$ cat config.mk
export PLATFORM = sky130hd
export DESIGN_NAME = tsiu_top
export DESIGN_NICKNAME = d
export VERILOG_FILES = /design/src/inc/tsiu_pkg.sv /design/src/hw/tsiu_edge.sv /design/src/hw/tsiu_arb.sv /design/src/hw/tsiu_top.sv
export VERILOG_INCLUDE_DIRS = /design/src /design/src/inc
export SDC_FILE = /design/constraint.sdc
export NUM_CORES = 1
export LEC_CHECK = 0
export BUFFER_PORTS_ARGS = -buffer_cell sky130_fd_sc_hd__buf_2
export CAP_MARGIN = 30
export CORE_ASPECT_RATIO = 0.6
export CORE_MARGIN = 10
export CORE_UTILIZATION = 41
export DETAILED_ROUTE_END_ITERATION = 12
export PLACE_DENSITY = 0.81
export RECOVER_POWER = 25
export SYNTH_ARGS = -nofsm -noshare
export SYNTH_HDL_FRONTEND = slang
export SYNTH_SLANG_ARGS = --single-unit
$ cat constraint.sdc
create_clock -name MCLK_I -period 1.7 [get_ports MCLK_I]
set_clock_uncertainty 0.1 [all_clocks]
set_input_delay 0.085 -clock MCLK_I [delete_from_list [all_inputs] [get_ports MCLK_I]]
set_output_delay 0.085 -clock MCLK_I [all_outputs]
set_load 0.05 [all_outputs]
$ cat src/inc/tsiu_cfg.svh
// constants of the three source interrupt unit
`ifndef TSIU_CFG_SVH
`define TSIU_CFG_SVH
`define TSIU_CLK_PERIOD_NS 40
`define TSIU_VEC_EXT 8'h04
`define TSIU_VEC_TMR 8'h08
`define TSIU_VEC_CONV 8'h0c
`define TSIU_OFF_CTRL 32'h00000000
`define TSIU_OFF_STAT 32'h00000004
`define TSIU_OFF_CORE 32'h00000008
`define TSIU_BIT_GIE 0
`define TSIU_BIT_EXT_EN 1
`define TSIU_BIT_TMR_EN 2
`define TSIU_BIT_CONV_EN 3
`define TSIU_BIT_EXT_FLAG 4
`define TSIU_BIT_TMR_FLAG 5
`define TSIU_BIT_CONV_FLAG 6
`define TSIU_CTRL_RESET 7'h00
`define TSIU_BIT_DIR5 0
`define TSIU_BIT_PULLUP 1
`define TSIU_BIT_STACK_FULL 0
`define TSIU_BIT_POWERDOWN 1
`define TSIU_BIT_PIN 2
`endif

$ cat src/inc/tsiu_pkg.sv
// types of the three source interrupt unit
`default_nettype none
package tsiu_pkg;
	typedef enum logic [1:0] {
		TSIU_SRC_NONE = 2'h0,
		TSIU_SRC_EXT  = 2'h1,
		TSIU_SRC_TMR  = 2'h2,
		TSIU_SRC_CONV = 2'h3
	} tsiu_src_type;
	typedef enum logic [1:0] {
		TSIU_ST_IDLE = 2'h0,
		TSIU_ST_WAIT = 2'h1,
		TSIU_ST_ACK  = 2'h2
	} tsiu_state_type;
endpackage : tsiu_pkg
`default_nettype wire

$ cat src/hw/tsiu_edge.sv
// falling edge detector for the shared port line
`default_nettype none
`include "tsiu_cfg.svh"
module tsiu_edge
	import tsiu_pkg::*;
(
	// clock and reset
	input  wire logic clk_i,
	input  wire logic reset_n_i,
	// line
	input  wire logic line_i,
	input  wire logic arm_i,
	output logic      fall_o
);
	logic last;
	// reset value high, so a line that is low at release is taken as a falling edge
	always_ff @(posedge clk_i or negedge reset_n_i) begin
		if (!reset_n_i) begin
			last <= 1'b1;
		end else begin
			last <= line_i;
		end
	end
	assign fall_o = arm_i & last & ~line_i;
endmodule // tsiu_edge
`default_nettype wire

$ cat src/hw/tsiu_arb.sv
// fixed priority arbiter and vector lookup
`default_nettype none
`include "tsiu_cfg.svh"
module tsiu_arb
	import tsiu_pkg::*;
(
	// requests
	input  wire logic [2:0] req_i,
	// choice
	output tsiu_src_type    src_o,
	output logic [7:0]      vec_o
);
	function automatic logic [7:0] vec_of(input tsiu_src_type s);
		case (s)
			TSIU_SRC_EXT: vec_of = `TSIU_VEC_EXT;
			TSIU_SRC_TMR: vec_of = `TSIU_VEC_TMR;
			TSIU_SRC_CONV: vec_of = `TSIU_VEC_CONV;
			default: vec_of = 8'h00;
		endcase
	endfunction
	assign src_o = req_i[0] ? TSIU_SRC_EXT : req_i[1] ? TSIU_SRC_TMR :
		req_i[2] ? TSIU_SRC_CONV : TSIU_SRC_NONE;
	assign vec_o = vec_of(src_o);
endmodule // tsiu_arb
`default_nettype wire

$ cat src/hw/tsiu_top.sv
// three source interrupt unit with AXI4-Lite register slave
// What this block does
// external serviced only with global and own enable
// falling edge on pin sets external flag
// pin counts only if enabled and input
// external entry pushes pc, vector 04h
// external service clears its flag and global
// pull-high option stays on as interrupt
// timer overflow sets flag; needs both enables
// timer entry pushes pc, vector 08h
// timer service clears its flag and global
// conversion done sets flag; needs both enables
// converter entry pushes pc, vector 0ch
// converter service clears its flag and global
// flags stay set until serviced or cleared
// any source wakes core from power down
// only program counter pushed on entry
// all interrupts disabled after reset
// priority external, timer, then converter
// requests taken on next phase two pulse
// flags still recorded while global cleared
// no acknowledge while stack is full
// software writes act next cycle, withdraw
//
// The register offsets and the AXI4-Lite interface to the registers were left to the implementer.
`default_nettype none
`include "tsiu_cfg.svh"
module tsiu_top
	import tsiu_pkg::*;
(
	// clock and reset
	input  wire logic        MCLK_I,
	input  wire logic        RESET_N_I,
	// axi4-lite write address
	input  wire logic [31:0] S_AXI_AWADDR_I,
	input  wire logic        S_AXI_AWVALID_I,
	output logic             S_AXI_AWREADY_O,
	// axi4-lite write data
	input  wire logic [31:0] S_AXI_WDATA_I,
	input  wire logic [3:0]  S_AXI_WSTRB_I,
	input  wire logic        S_AXI_WVALID_I,
	output logic             S_AXI_WREADY_O,
	// axi4-lite write response
	output logic [1:0]       S_AXI_BRESP_O,
	output logic             S_AXI_BVALID_O,
	input  wire logic        S_AXI_BREADY_I,
	// axi4-lite read address
	input  wire logic [31:0] S_AXI_ARADDR_I,
	input  wire logic        S_AXI_ARVALID_I,
	output logic             S_AXI_ARREADY_O,
	// axi4-lite read data
	output logic [31:0]      S_AXI_RDATA_O,
	output logic [1:0]       S_AXI_RRESP_O,
	output logic             S_AXI_RVALID_O,
	input  wire logic        S_AXI_RREADY_I,
	// event sources
	input  wire logic        PORT_A_LINE_FIVE_I,
	input  wire logic        TIMER_OVERFLOW_I,
	input  wire logic        CONV_DONE_I,
	// core side
	input  wire logic        PHASE_TWO_PULSE_I,
	input  wire logic        STACK_FULL_I,
	input  wire logic        POWER_DOWN_I,
	output logic             IRQ_ENTRY_O,
	output logic [7:0]       IRQ_VECTOR_O,
	output logic             PUSH_PC_O,
	output logic             WAKE_O,
	output logic             PORT_A_PULL_HIGH_O
);
	// ****************************************************************
	// control state
	// ****************************************************************
	logic        global_irq_enable;
	logic        ext_pin_irq_enable;
	logic        timer_irq_enable;
	logic        conv_irq_enable;
	logic        ext_pin_irq_flag;
	logic        timer_overflow_flag;
	logic        conv_done_flag;
	logic        port_a_dir_bit_five;
	logic        pull_high_opt;
	logic [7:0]  vector;
	logic        entry;
	logic        wake;

	// ****************************************************************
	// bus slave
	// ****************************************************************
	logic        aw_held;
	logic        w_held;
	logic [31:0] aw_addr;
	logic [31:0] w_data;
	logic [3:0]  w_strb;
	logic        bvalid;
	logic [1:0]  bresp;
	logic        rvalid;
	logic [1:0]  rresp;
	logic [31:0] rdata;

	// registers are picked by word index, so the two low address bits never matter
	function automatic logic off_hit(input logic [31:0] addr, input logic [31:0] off);
		off_hit = addr[31:2] == off[31:2];
	endfunction

	wire         aw_take = S_AXI_AWVALID_I & ~aw_held & ~bvalid;
	wire         w_take = S_AXI_WVALID_I & ~w_held & ~bvalid;
	wire         aw_have = aw_held | aw_take;
	wire         w_have = w_held | w_take;
	wire         wr_fire = aw_have & w_have & ~bvalid;
	wire  [31:0] wr_addr = aw_held ? aw_addr : S_AXI_AWADDR_I;
	wire  [31:0] wr_data = w_held ? w_data : S_AXI_WDATA_I;
	wire  [3:0]  wr_strb = w_held ? w_strb : S_AXI_WSTRB_I;
	wire         wr_ctrl = wr_fire & off_hit(wr_addr, `TSIU_OFF_CTRL) & wr_strb[0];
	wire         wr_core = wr_fire & off_hit(wr_addr, `TSIU_OFF_CORE) & wr_strb[0];
	wire         wr_ok = off_hit(wr_addr, `TSIU_OFF_CTRL) | off_hit(wr_addr, `TSIU_OFF_CORE);
	wire         ar_take = S_AXI_ARVALID_I & ~rvalid;
	wire         rd_ctrl = off_hit(S_AXI_ARADDR_I, `TSIU_OFF_CTRL);
	wire         rd_stat = off_hit(S_AXI_ARADDR_I, `TSIU_OFF_STAT);
	wire         rd_core = off_hit(S_AXI_ARADDR_I, `TSIU_OFF_CORE);
	wire  [6:0]  ctrl_word = {conv_done_flag, timer_overflow_flag, ext_pin_irq_flag,
		conv_irq_enable, timer_irq_enable, ext_pin_irq_enable, global_irq_enable};
	wire  [2:0]  stat_word = {PORT_A_LINE_FIVE_I, POWER_DOWN_I, STACK_FULL_I};
	wire  [31:0] next_rdata = rd_ctrl ? {25'h0000000, ctrl_word} :
		rd_stat ? {29'h00000000, stat_word} :
		rd_core ? {30'h00000000, pull_high_opt, port_a_dir_bit_five} : 32'h00000000;

	assign S_AXI_AWREADY_O = ~aw_held & ~bvalid;
	assign S_AXI_WREADY_O = ~w_held & ~bvalid;
	assign S_AXI_ARREADY_O = ~rvalid;
	assign S_AXI_BVALID_O = bvalid;
	assign S_AXI_BRESP_O = bresp;
	assign S_AXI_RVALID_O = rvalid;
	assign S_AXI_RRESP_O = rresp;
	assign S_AXI_RDATA_O = rdata;

	always_ff @(posedge MCLK_I or negedge RESET_N_I) begin
		if (!RESET_N_I) begin
			aw_held <= 1'b0;
			w_held <= 1'b0;
			aw_addr <= 32'h00000000;
			w_data <= 32'h00000000;
			w_strb <= 4'h0;
			bvalid <= 1'b0;
			bresp <= 2'h0;
		end else begin
			if (aw_take & ~wr_fire) begin
				aw_held <= 1'b1;
				aw_addr <= S_AXI_AWADDR_I;
			end else if (wr_fire) begin
				aw_held <= 1'b0;
			end
			if (w_take & ~wr_fire) begin
				w_held <= 1'b1;
				w_data <= S_AXI_WDATA_I;
				w_strb <= S_AXI_WSTRB_I;
			end else if (wr_fire) begin
				w_held <= 1'b0;
			end
			if (wr_fire) begin
				bvalid <= 1'b1;
				bresp <= wr_ok ? 2'h0 : 2'h2;
			end else if (S_AXI_BREADY_I) begin
				bvalid <= 1'b0;
			end
		end
	end

	always_ff @(posedge MCLK_I or negedge RESET_N_I) begin
		if (!RESET_N_I) begin
			rvalid <= 1'b0;
			rresp <= 2'h0;
			rdata <= 32'h00000000;
		end else if (ar_take) begin
			rvalid <= 1'b1;
			rresp <= (rd_ctrl | rd_stat | rd_core) ? 2'h0 : 2'h2;
			rdata <= next_rdata;
		end else if (S_AXI_RREADY_I) begin
			rvalid <= 1'b0;
		end
	end

	// ****************************************************************
	// request detection and arbitration
	// ****************************************************************
	logic         ext_fall;
	tsiu_src_type pick;
	logic [7:0]   pick_vec;

	// the pin only arms as interrupt input when enabled and set as input
	wire          pin_armed = ext_pin_irq_enable & port_a_dir_bit_five;

	tsiu_edge u_edge (
		.clk_i     (MCLK_I),
		.reset_n_i (RESET_N_I),
		.line_i    (PORT_A_LINE_FIVE_I),
		.arm_i     (pin_armed),
		.fall_o    (ext_fall)
	);

	wire  [2:0]   pending = {conv_done_flag & conv_irq_enable,
		timer_overflow_flag & timer_irq_enable,
		ext_pin_irq_flag & ext_pin_irq_enable};

	tsiu_arb u_arb (
		.req_i (pending),
		.src_o (pick),
		.vec_o (pick_vec)
	);

	// stack full holds every request back until the core pops
	wire          take = PHASE_TWO_PULSE_I & global_irq_enable & ~STACK_FULL_I & (pick != TSIU_SRC_NONE);
	wire          clr_ext = take & (pick == TSIU_SRC_EXT);
	wire          clr_tmr = take & (pick == TSIU_SRC_TMR);
	wire          clr_conv = take & (pick == TSIU_SRC_CONV);

	// set wins over both software and service clears
	wire [6:0]    next_ctrl_sw = wr_ctrl ? wr_data[6:0] : ctrl_word;
	wire          next_ext_flag = ext_fall | (next_ctrl_sw[`TSIU_BIT_EXT_FLAG] & ~clr_ext);
	wire          next_tmr_flag = TIMER_OVERFLOW_I | (next_ctrl_sw[`TSIU_BIT_TMR_FLAG] & ~clr_tmr);
	wire          next_conv_flag = CONV_DONE_I | (next_ctrl_sw[`TSIU_BIT_CONV_FLAG] & ~clr_conv);
	wire          next_gie = next_ctrl_sw[`TSIU_BIT_GIE] & ~take;

	always_ff @(posedge MCLK_I or negedge RESET_N_I) begin
		if (!RESET_N_I) begin
			{conv_done_flag, timer_overflow_flag, ext_pin_irq_flag, conv_irq_enable,
				timer_irq_enable, ext_pin_irq_enable, global_irq_enable} <= `TSIU_CTRL_RESET;
		end else begin
			global_irq_enable <= next_gie;
			ext_pin_irq_enable <= next_ctrl_sw[`TSIU_BIT_EXT_EN];
			timer_irq_enable <= next_ctrl_sw[`TSIU_BIT_TMR_EN];
			conv_irq_enable <= next_ctrl_sw[`TSIU_BIT_CONV_EN];
			ext_pin_irq_flag <= next_ext_flag;
			timer_overflow_flag <= next_tmr_flag;
			conv_done_flag <= next_conv_flag;
		end
	end

	// port direction resets to input like the port register itself
	always_ff @(posedge MCLK_I or negedge RESET_N_I) begin
		if (!RESET_N_I) begin
			port_a_dir_bit_five <= 1'b1;
			pull_high_opt <= 1'b0;
		end else if (wr_core) begin
			port_a_dir_bit_five <= wr_data[`TSIU_BIT_DIR5];
			pull_high_opt <= wr_data[`TSIU_BIT_PULLUP];
		end
	end

	// ****************************************************************
	// core handshake
	// ****************************************************************
	always_ff @(posedge MCLK_I or negedge RESET_N_I) begin
		if (!RESET_N_I) begin
			entry <= 1'b0;
			vector <= 8'h00;
			wake <= 1'b0;
		end else begin
			entry <= take;
			if (take) begin
				vector <= pick_vec;
			end
			// wake ignores the global enable, as a halted core must restart to service
			wake <= POWER_DOWN_I & (pending != 3'h0);
		end
	end

	assign IRQ_ENTRY_O = entry;
	assign IRQ_VECTOR_O = vector;
	assign PUSH_PC_O = entry;
	// pull-high option is independent of the interrupt arming
	assign PORT_A_PULL_HIGH_O = pull_high_opt;
	assign WAKE_O = wake;

	// ****************************************************************
	// assertions
	// ****************************************************************
	property p_vec_ext;
		@(posedge MCLK_I) disable iff (!RESET_N_I) take & pending[0] |=> IRQ_ENTRY_O & (IRQ_VECTOR_O == 8'h04);
	endproperty
	a_vec_ext: assert property (p_vec_ext) else $error("external vector wrong");
	property p_vec_tmr;
		@(posedge MCLK_I) disable iff (!RESET_N_I) take & pending == 3'h2 |=> IRQ_VECTOR_O == 8'h08;
	endproperty
	a_vec_tmr: assert property (p_vec_tmr) else $error("timer vector wrong");
	property p_vec_conv;
		@(posedge MCLK_I) disable iff (!RESET_N_I) take & pending == 3'h4 |=> IRQ_VECTOR_O == 8'h0c;
	endproperty
	a_vec_conv: assert property (p_vec_conv) else $error("converter vector wrong");
	property p_gie_off;
		@(posedge MCLK_I) disable iff (!RESET_N_I) IRQ_ENTRY_O |-> !global_irq_enable;
	endproperty
	a_gie_off: assert property (p_gie_off) else $error("global enable kept on entry");
	property p_full;
		@(posedge MCLK_I) disable iff (!RESET_N_I) $past(STACK_FULL_I) |-> !IRQ_ENTRY_O;
	endproperty
	a_full: assert property (p_full) else $error("entry with full stack");
	property p_phase;
		@(posedge MCLK_I) disable iff (!RESET_N_I) IRQ_ENTRY_O |-> $past(PHASE_TWO_PULSE_I) & $past(global_irq_enable);
	endproperty
	a_phase: assert property (p_phase) else $error("entry off phase two");
	property p_hold;
		@(posedge MCLK_I) disable iff (!RESET_N_I) ext_pin_irq_flag & !wr_ctrl & !clr_ext |=> ext_pin_irq_flag;
	endproperty
	a_hold: assert property (p_hold) else $error("flag lost");
	property p_edge;
		@(posedge MCLK_I) disable iff (!RESET_N_I) pin_armed & $fell(PORT_A_LINE_FIVE_I) |=> ext_pin_irq_flag;
	endproperty
	a_edge: assert property (p_edge) else $error("edge not recorded");
	property p_wake;
		@(posedge MCLK_I) disable iff (!RESET_N_I) POWER_DOWN_I & timer_overflow_flag & timer_irq_enable |=> WAKE_O;
	endproperty
	a_wake: assert property (p_wake) else $error("no wake");
	property p_wake_off;
		@(posedge MCLK_I) disable iff (!RESET_N_I) !POWER_DOWN_I |=> !WAKE_O;
	endproperty
	a_wake_off: assert property (p_wake_off) else $error("wake while running");
	property p_clr_ext;
		@(posedge MCLK_I) disable iff (!RESET_N_I) clr_ext & !ext_fall |=> !ext_pin_irq_flag;
	endproperty
	a_clr_ext: assert property (p_clr_ext) else $error("external flag kept after service");
	property p_clr_tmr;
		@(posedge MCLK_I) disable iff (!RESET_N_I) clr_tmr & !TIMER_OVERFLOW_I |=> !timer_overflow_flag;
	endproperty
	a_clr_tmr: assert property (p_clr_tmr) else $error("timer flag kept after service");
	property p_clr_conv;
		@(posedge MCLK_I) disable iff (!RESET_N_I) clr_conv & !CONV_DONE_I |=> !conv_done_flag;
	endproperty
	a_clr_conv: assert property (p_clr_conv) else $error("converter flag kept after service");
	property p_arm;
		@(posedge MCLK_I) disable iff (!RESET_N_I) !pin_armed & !ext_pin_irq_flag & !wr_ctrl |=> !ext_pin_irq_flag;
	endproperty
	a_arm: assert property (p_arm) else $error("external flag set while pin unarmed");
	property p_sw_en;
		@(posedge MCLK_I) disable iff (!RESET_N_I) wr_ctrl |=> ext_pin_irq_enable == $past(wr_data[`TSIU_BIT_EXT_EN]);
	endproperty
	a_sw_en: assert property (p_sw_en) else $error("enable write not applied");
	property p_one_entry;
		@(posedge MCLK_I) disable iff (!RESET_N_I) IRQ_ENTRY_O |=> !IRQ_ENTRY_O;
	endproperty
	a_one_entry: assert property (p_one_entry) else $error("second entry without global enable");
	c_ext: cover property (@(posedge MCLK_I) disable iff (!RESET_N_I) take & pick == TSIU_SRC_EXT);
	c_conv: cover property (@(posedge MCLK_I) disable iff (!RESET_N_I) take & pick == TSIU_SRC_CONV);
	c_both: cover property (@(posedge MCLK_I) disable iff (!RESET_N_I) take & pending == 3'h3);
	c_wake: cover property (@(posedge MCLK_I) disable iff (!RESET_N_I) WAKE_O);
	c_full: cover property (@(posedge MCLK_I) disable iff (!RESET_N_I)
		PHASE_TWO_PULSE_I & global_irq_enable & STACK_FULL_I & (pending != 3'h0));
endmodule // tsiu_top
`default_nettype wire

# Word level (Yosys, flattened, before mapping)
# Cells that the tools add are included.
# op_classes
bitwise_logic	51
eq_ne	6
reduce_logical	8
mux	20
# op_table
op	count
$eq A30 B2 Y1 const B	2
$logic_not A30 Y1	2
$and A1 B1 Y1	32
$mux W32	1
$eq A30 B1 Y1 const B	1
$mux W7	3
$mux W2	6
$pmux W4 S3	1
$not A1 Y1	11
$reduce_bool A2 Y1	5
$mux W1	8
$or A1 B1 Y1	8
$eq A2 B2 Y1 const B	2
$mux W3	1
$reduce_bool A3 Y1	1
$eq A2 B1 Y1 const B	1
# word_totals
register_bits	100
wordCells	108
out_inout_bits	53

# Longest topological paths before layout
# depth
depth_word	11
mapped_depth	7
mapped_depth_nobuf	5

# By module
# Synthesis repeated with hierarchy kept, for this count alone.
# unflattened
cells_unflattened	286
area_unflattened_um2	3540.9
# modules_own_cells
mod	seq_area_each_um2	area_each_um2	instances	cells_each
tsiu_top	1752.9	3427.0	1	271
tsiu_arb	0.0	78.8	1	13
tsiu_edge	26.3	35.0	1	2

# Worst setup path after synthesis
# OpenSTA, ideal clock, no wires.
# synth_timing
path_kind	register to register
startpoint	register rvalid, in the netlist S_AXI_RVALID_O
endpoint	register rdata[3], in the netlist S_AXI_RDATA_O[3]
n_path_buf	0
path_stages_with_launch	6
t_arrival_ps	1778
slack_ps	-245
path_cell_list	dfrtp_1 inv_1 nand2_1 nor3_2 nor3b_2 a22o_1
# synth_via
elab_chain_len	2
# synth_rtl
element	line	text
start: declaration	tsiu_top.sv:96	logic rvalid;
start signal: assignment	tsiu_top.sv:170	rvalid <= 1'b0;
start signal: assignment	tsiu_top.sv:174	rvalid <= 1'b1;
start signal: assignment	tsiu_top.sv:178	rvalid <= 1'b0;
$not A1 Y1	n/a	
named net S_AXI_ARREADY_O	tsiu_top.sv:50	output logic S_AXI_ARREADY_O,
$and A1 B1 Y1	tsiu_top.sv:116	wire ar_take = S_AXI_ARVALID_I & ~rvalid;
end signal: assignment	tsiu_top.sv:176	rdata <= next_rdata;
end: declaration	tsiu_top.sv:98	logic [31:0] rdata;
# The timed path passes the listed nets, and every way through them passes these cells.
# A chain may end at the register's enable or synchronous reset.

# Worst setup path in the final report
# layout_timing
startpoint	register aw_addr[10]
endpoint	register timer_irq_enable
# layout_via
elab_chain_len	4
# layout_rtl
element	line	text
start: declaration	tsiu_top.sv:91	logic [31:0] aw_addr;
start signal: assignment	tsiu_top.sv:140	aw_addr <= 32'h00000000;
start signal: assignment	tsiu_top.sv:148	aw_addr <= S_AXI_AWADDR_I;
$mux W32	tsiu_top.sv:110	wire [31:0] wr_addr = aw_held ? aw_addr : S_AXI_AWADDR_I;
$logic_not A30 Y1	tsiu_top.sv:102	off_hit = addr[31:2] == off[31:2];
$and A1 B1 Y1 (2 in series)	tsiu_top.sv:113	wire wr_ctrl = wr_fire & off_hit(wr_addr, `TSIU_OFF_CTRL) & wr_strb[0];
end signal: assignment	tsiu_top.sv:230	timer_irq_enable <= next_ctrl_sw[`TSIU_BIT_TMR_EN];
end: declaration	tsiu_top.sv:75	logic timer_irq_enable;
# Every way passes these cells.

==> flow_metrics.tcl <==
set metrics [dict create \
    outcome "finished with violations" \
    violations "setup timing" \
    fin_nets 550 \
    synth_edf_count 0 \
    clk_pin_slew_ns 0.06 \
    cts_tree "built" \
    clock_sinks 65 \
    path_class "reg2reg" \
    vias 2676 \
    dieHeight_um 89.0 \
    min_period_over_period_pct 109 \
    grt_pass1_vias 2819 \
    start_util_pct 41.8 \
    r2r_cells 5 \
    port-buffer-count 100 \
    die_x_um 135 \
    worstMarginPinSlew_ns 0.883 \
    postRouteAntennaNets 0 \
    placed_cell_area_um2 3870 \
    max_slew_margin_pct 41.1 \
    finalSetupTns_ns -1.15 \
    worstPathRequired_ns 1.81 \
    endpoint "timer_irq_enable" \
    grt_antenna_before_repair 0 \
    synth_area_per_cell_um2 12.2 \
    track_usage_pct 15.3 \
    yosysUniqueCellTypes 44 \
    critPathLaunchType "flop" \
    final_area_um2 4800 \
    worst_slack_ns -0.148 \
    cap_violations 0 \
    netlist_area_um2 3250 \
    timing.rr.end "timer_irq_enable" \
    cp_data_arrival_time_ns 1.96 \
    crit_slowest_cell "dfrtp_1" \
    insertion_delay_ns 0.33 \
    row_count 25 \
    crit_path_start "aw_addr[10]" \
    via_per_inst 4.87 \
    synth_cells 267 \
    cp_num_cells 5 \
    drtPass1Iterations 4 \
    synth_warnings 0 \
    wl_um 9690 \
    nFillCells 608 \
    crit_chain "nor4_4 > nand4_1 > mux2i_4 > nand3_2 > mux2_1" \
    synth_ff_type "dfrtp_1" \
    grt-ovfl-total 0 \
    finalHoldViolations 0 \
    clock_path_buffers 2 \
    detail_route.wl_per_cell_um 17.6 \
    slowest_delay_ns 0.41 \
    core-area_um2 7790 \
    power_density_nw_per_um2 1400 \
    dp_hpwl_um 6980 \
    synth-seq-area-share_pct 50.1 \
    num_io_pins 166 \
    antenna_cells 0 \
    drv_slew 0 \
    r2r-start "aw_addr[10]" \
    crit_family "simple AND/OR/NAND/NOR gates" \
    numCtsBuffers 9 \
    cp_num_buf_inv 0 \
    max_freq_mhz 541 \
    design.die.area_um2 12000 \
    period_minus_slack_ns 1.85 \
    layout_commonest_cell "buf_2" \
    dr.first_iter.drc_count 159 \
    gp_congestion 0.791 \
    clockRootBuffer "clkbuf_16" \
    syn_to_final_growth_pct 47.4 \
    path_max_fanout 3 \
    drc 0 \
    setup_violations 10 \
    leakagePower_uw 0.00229 \
    hold_path_class "in2reg" \
    layout-drive-gt1-share_pct 47.1 \
    mostFrequentLayoutCells "buf_2 (99), dfrtp_1 (59), dlygate4sd3_1 (47), mux2_2 (44), conb_1 (33)" \
    rrSetupSlack_ns -0.15 \
    synth-seq-cells 65 \
    grt_first_pass_wirelength_um 14400 \
    async_flop_share_pct 100 \
    cp-end-kind "flop" \
    rsz0062_at_grt "yes" \
    grt_max_degree 66 \
    cts_htree_levels 3 \
    max-vdd-ir-drop_mv 0.759 \
]
==> Yosys cell counts, drive strengths merged (2+ instances only) <==
cell | n | share of area (%)
o21ai | 7 | 1.1
a22o | 7 | 1.9
dfstp | 2 | 1.6
clkbuf | 2 | 0.23
nor4 | 20 | 4.2
mux2 | 49 | 17
nand2 | 12 | 1.4
nor3b | 3 | 0.85
nand4 | 4 | 0.77
a41o | 3 | 0.92
a21oi | 6 | 0.92
nand3b | 3 | 0.69
buf | 41 | 9.5
o21bai | 2 | 0.46
nand4b | 2 | 1.0
nor2 | 11 | 1.5
a31oi | 3 | 0.58
nor3 | 3 | 0.62
mux2i | 7 | 2.5
dfrtp | 63 | 48
nand3 | 3 | 0.62
inv | 3 | 0.35
==> power by group <==
group	internal [µW]	switching (µW)	leakage, µW
clock network	1430	686	0.000162
logic	1070	1090	0.00134
registers	2080	367	0.000791
==> worst min-delay path by stage <==
stage / start / to / depth (start not counted)
after floorplan: RESET_N_I / IRQ_ENTRY_O / 0
after global placement: RESET_N_I / S_AXI_RDATA_O[5] / 2
after detailed placement: RESET_N_I / S_AXI_RDATA_O[6] / 2
after CTS: S_AXI_ARADDR_I[3] / S_AXI_RRESP_O[1] / 3
after global routing: S_AXI_ARADDR_I[3] / S_AXI_RRESP_O[1] / 3
final: S_AXI_ARADDR_I[3] / S_AXI_RRESP_O[1] / 3
==> registers in the layout, indices dropped and copies added, names as in the netlist, 2 cells and up <==
name / cells
aw_addr: 30
S_AXI_RDATA_O: 7
w_data: 7
IRQ_VECTOR_O: 2
==> cells by family after synthesis <==
group,synth area share [%]
DFF,50.1
and+or+nand+nor,12.3
muxes,19.7
buffers and inverters,10.1
AOI/OAI and AO/OA,7.73
other,0.115
==> worst min-delay path, cell delays in order <==
cell and delay (ns):
buf_2 0.14, a211oi_1 0.07, o21ai_0 0.13
==> area by class of cell <==
cell class	instances	area (µm²)	share of cell area, %
Sequential cell	65	1630	34.1
Multi-Input combinational cell	188	1480	30.7
Timing Repair Buffer	170	1190	24.9
Clock buffer	9	225	4.69
Tap cell	108	135	2.82
Clock inverter	7	119	2.48
Inverter	3	15.0	0.313
==> metrics by stage <==
| step | hold WS (ns) | worst slack (ns) | power (µW) | instances | util [%] |
|---|---|---|---|---|---|
| after floorplan | -0.311 | -0.0731 | 3720 | 299 | - |
| after global placement | 0.0248 | -0.145 | 4170 | 483 | 49.7 |
| after detailed placement | 0.0263 | -0.196 | 4280 | 483 | 49.7 |
| after CTS | 0.0260 | -0.136 | 6580 | 546 | 60.7 |
| after global routing | 0.0616 | -0.247 | 7010 | 550 | 61.6 |
| final | 0.0346 | -0.148 | 6720 | 550 | 61.6 |
==> repair_timing <==
item                                    CTS  global route
pin swaps                                 3             5
endpoints found under the setup margin   36            40
gates resized for setup                   8             8
hold buffers                             47             0
endpoints found under the hold margin   111             0
buffers inserted                          0             3
gates cloned                              0             1
==> routing by layer <==
layer | share of wire [%] | routed length (µm) | vias to the layer above | GRT usage (%)
met5 | 0 | 0 | - | 0
met4 | 1.7 | 163 | 0 | 4.67
met3 | 5.0 | 485 | 14 | 5.78
met2 | 51 | 4980 | 75 | 25.8
met1 | 42 | 4050 | 1330 | 17.9
li1 | - | - | 1257 | -
(Power assumes the default switching activity.)
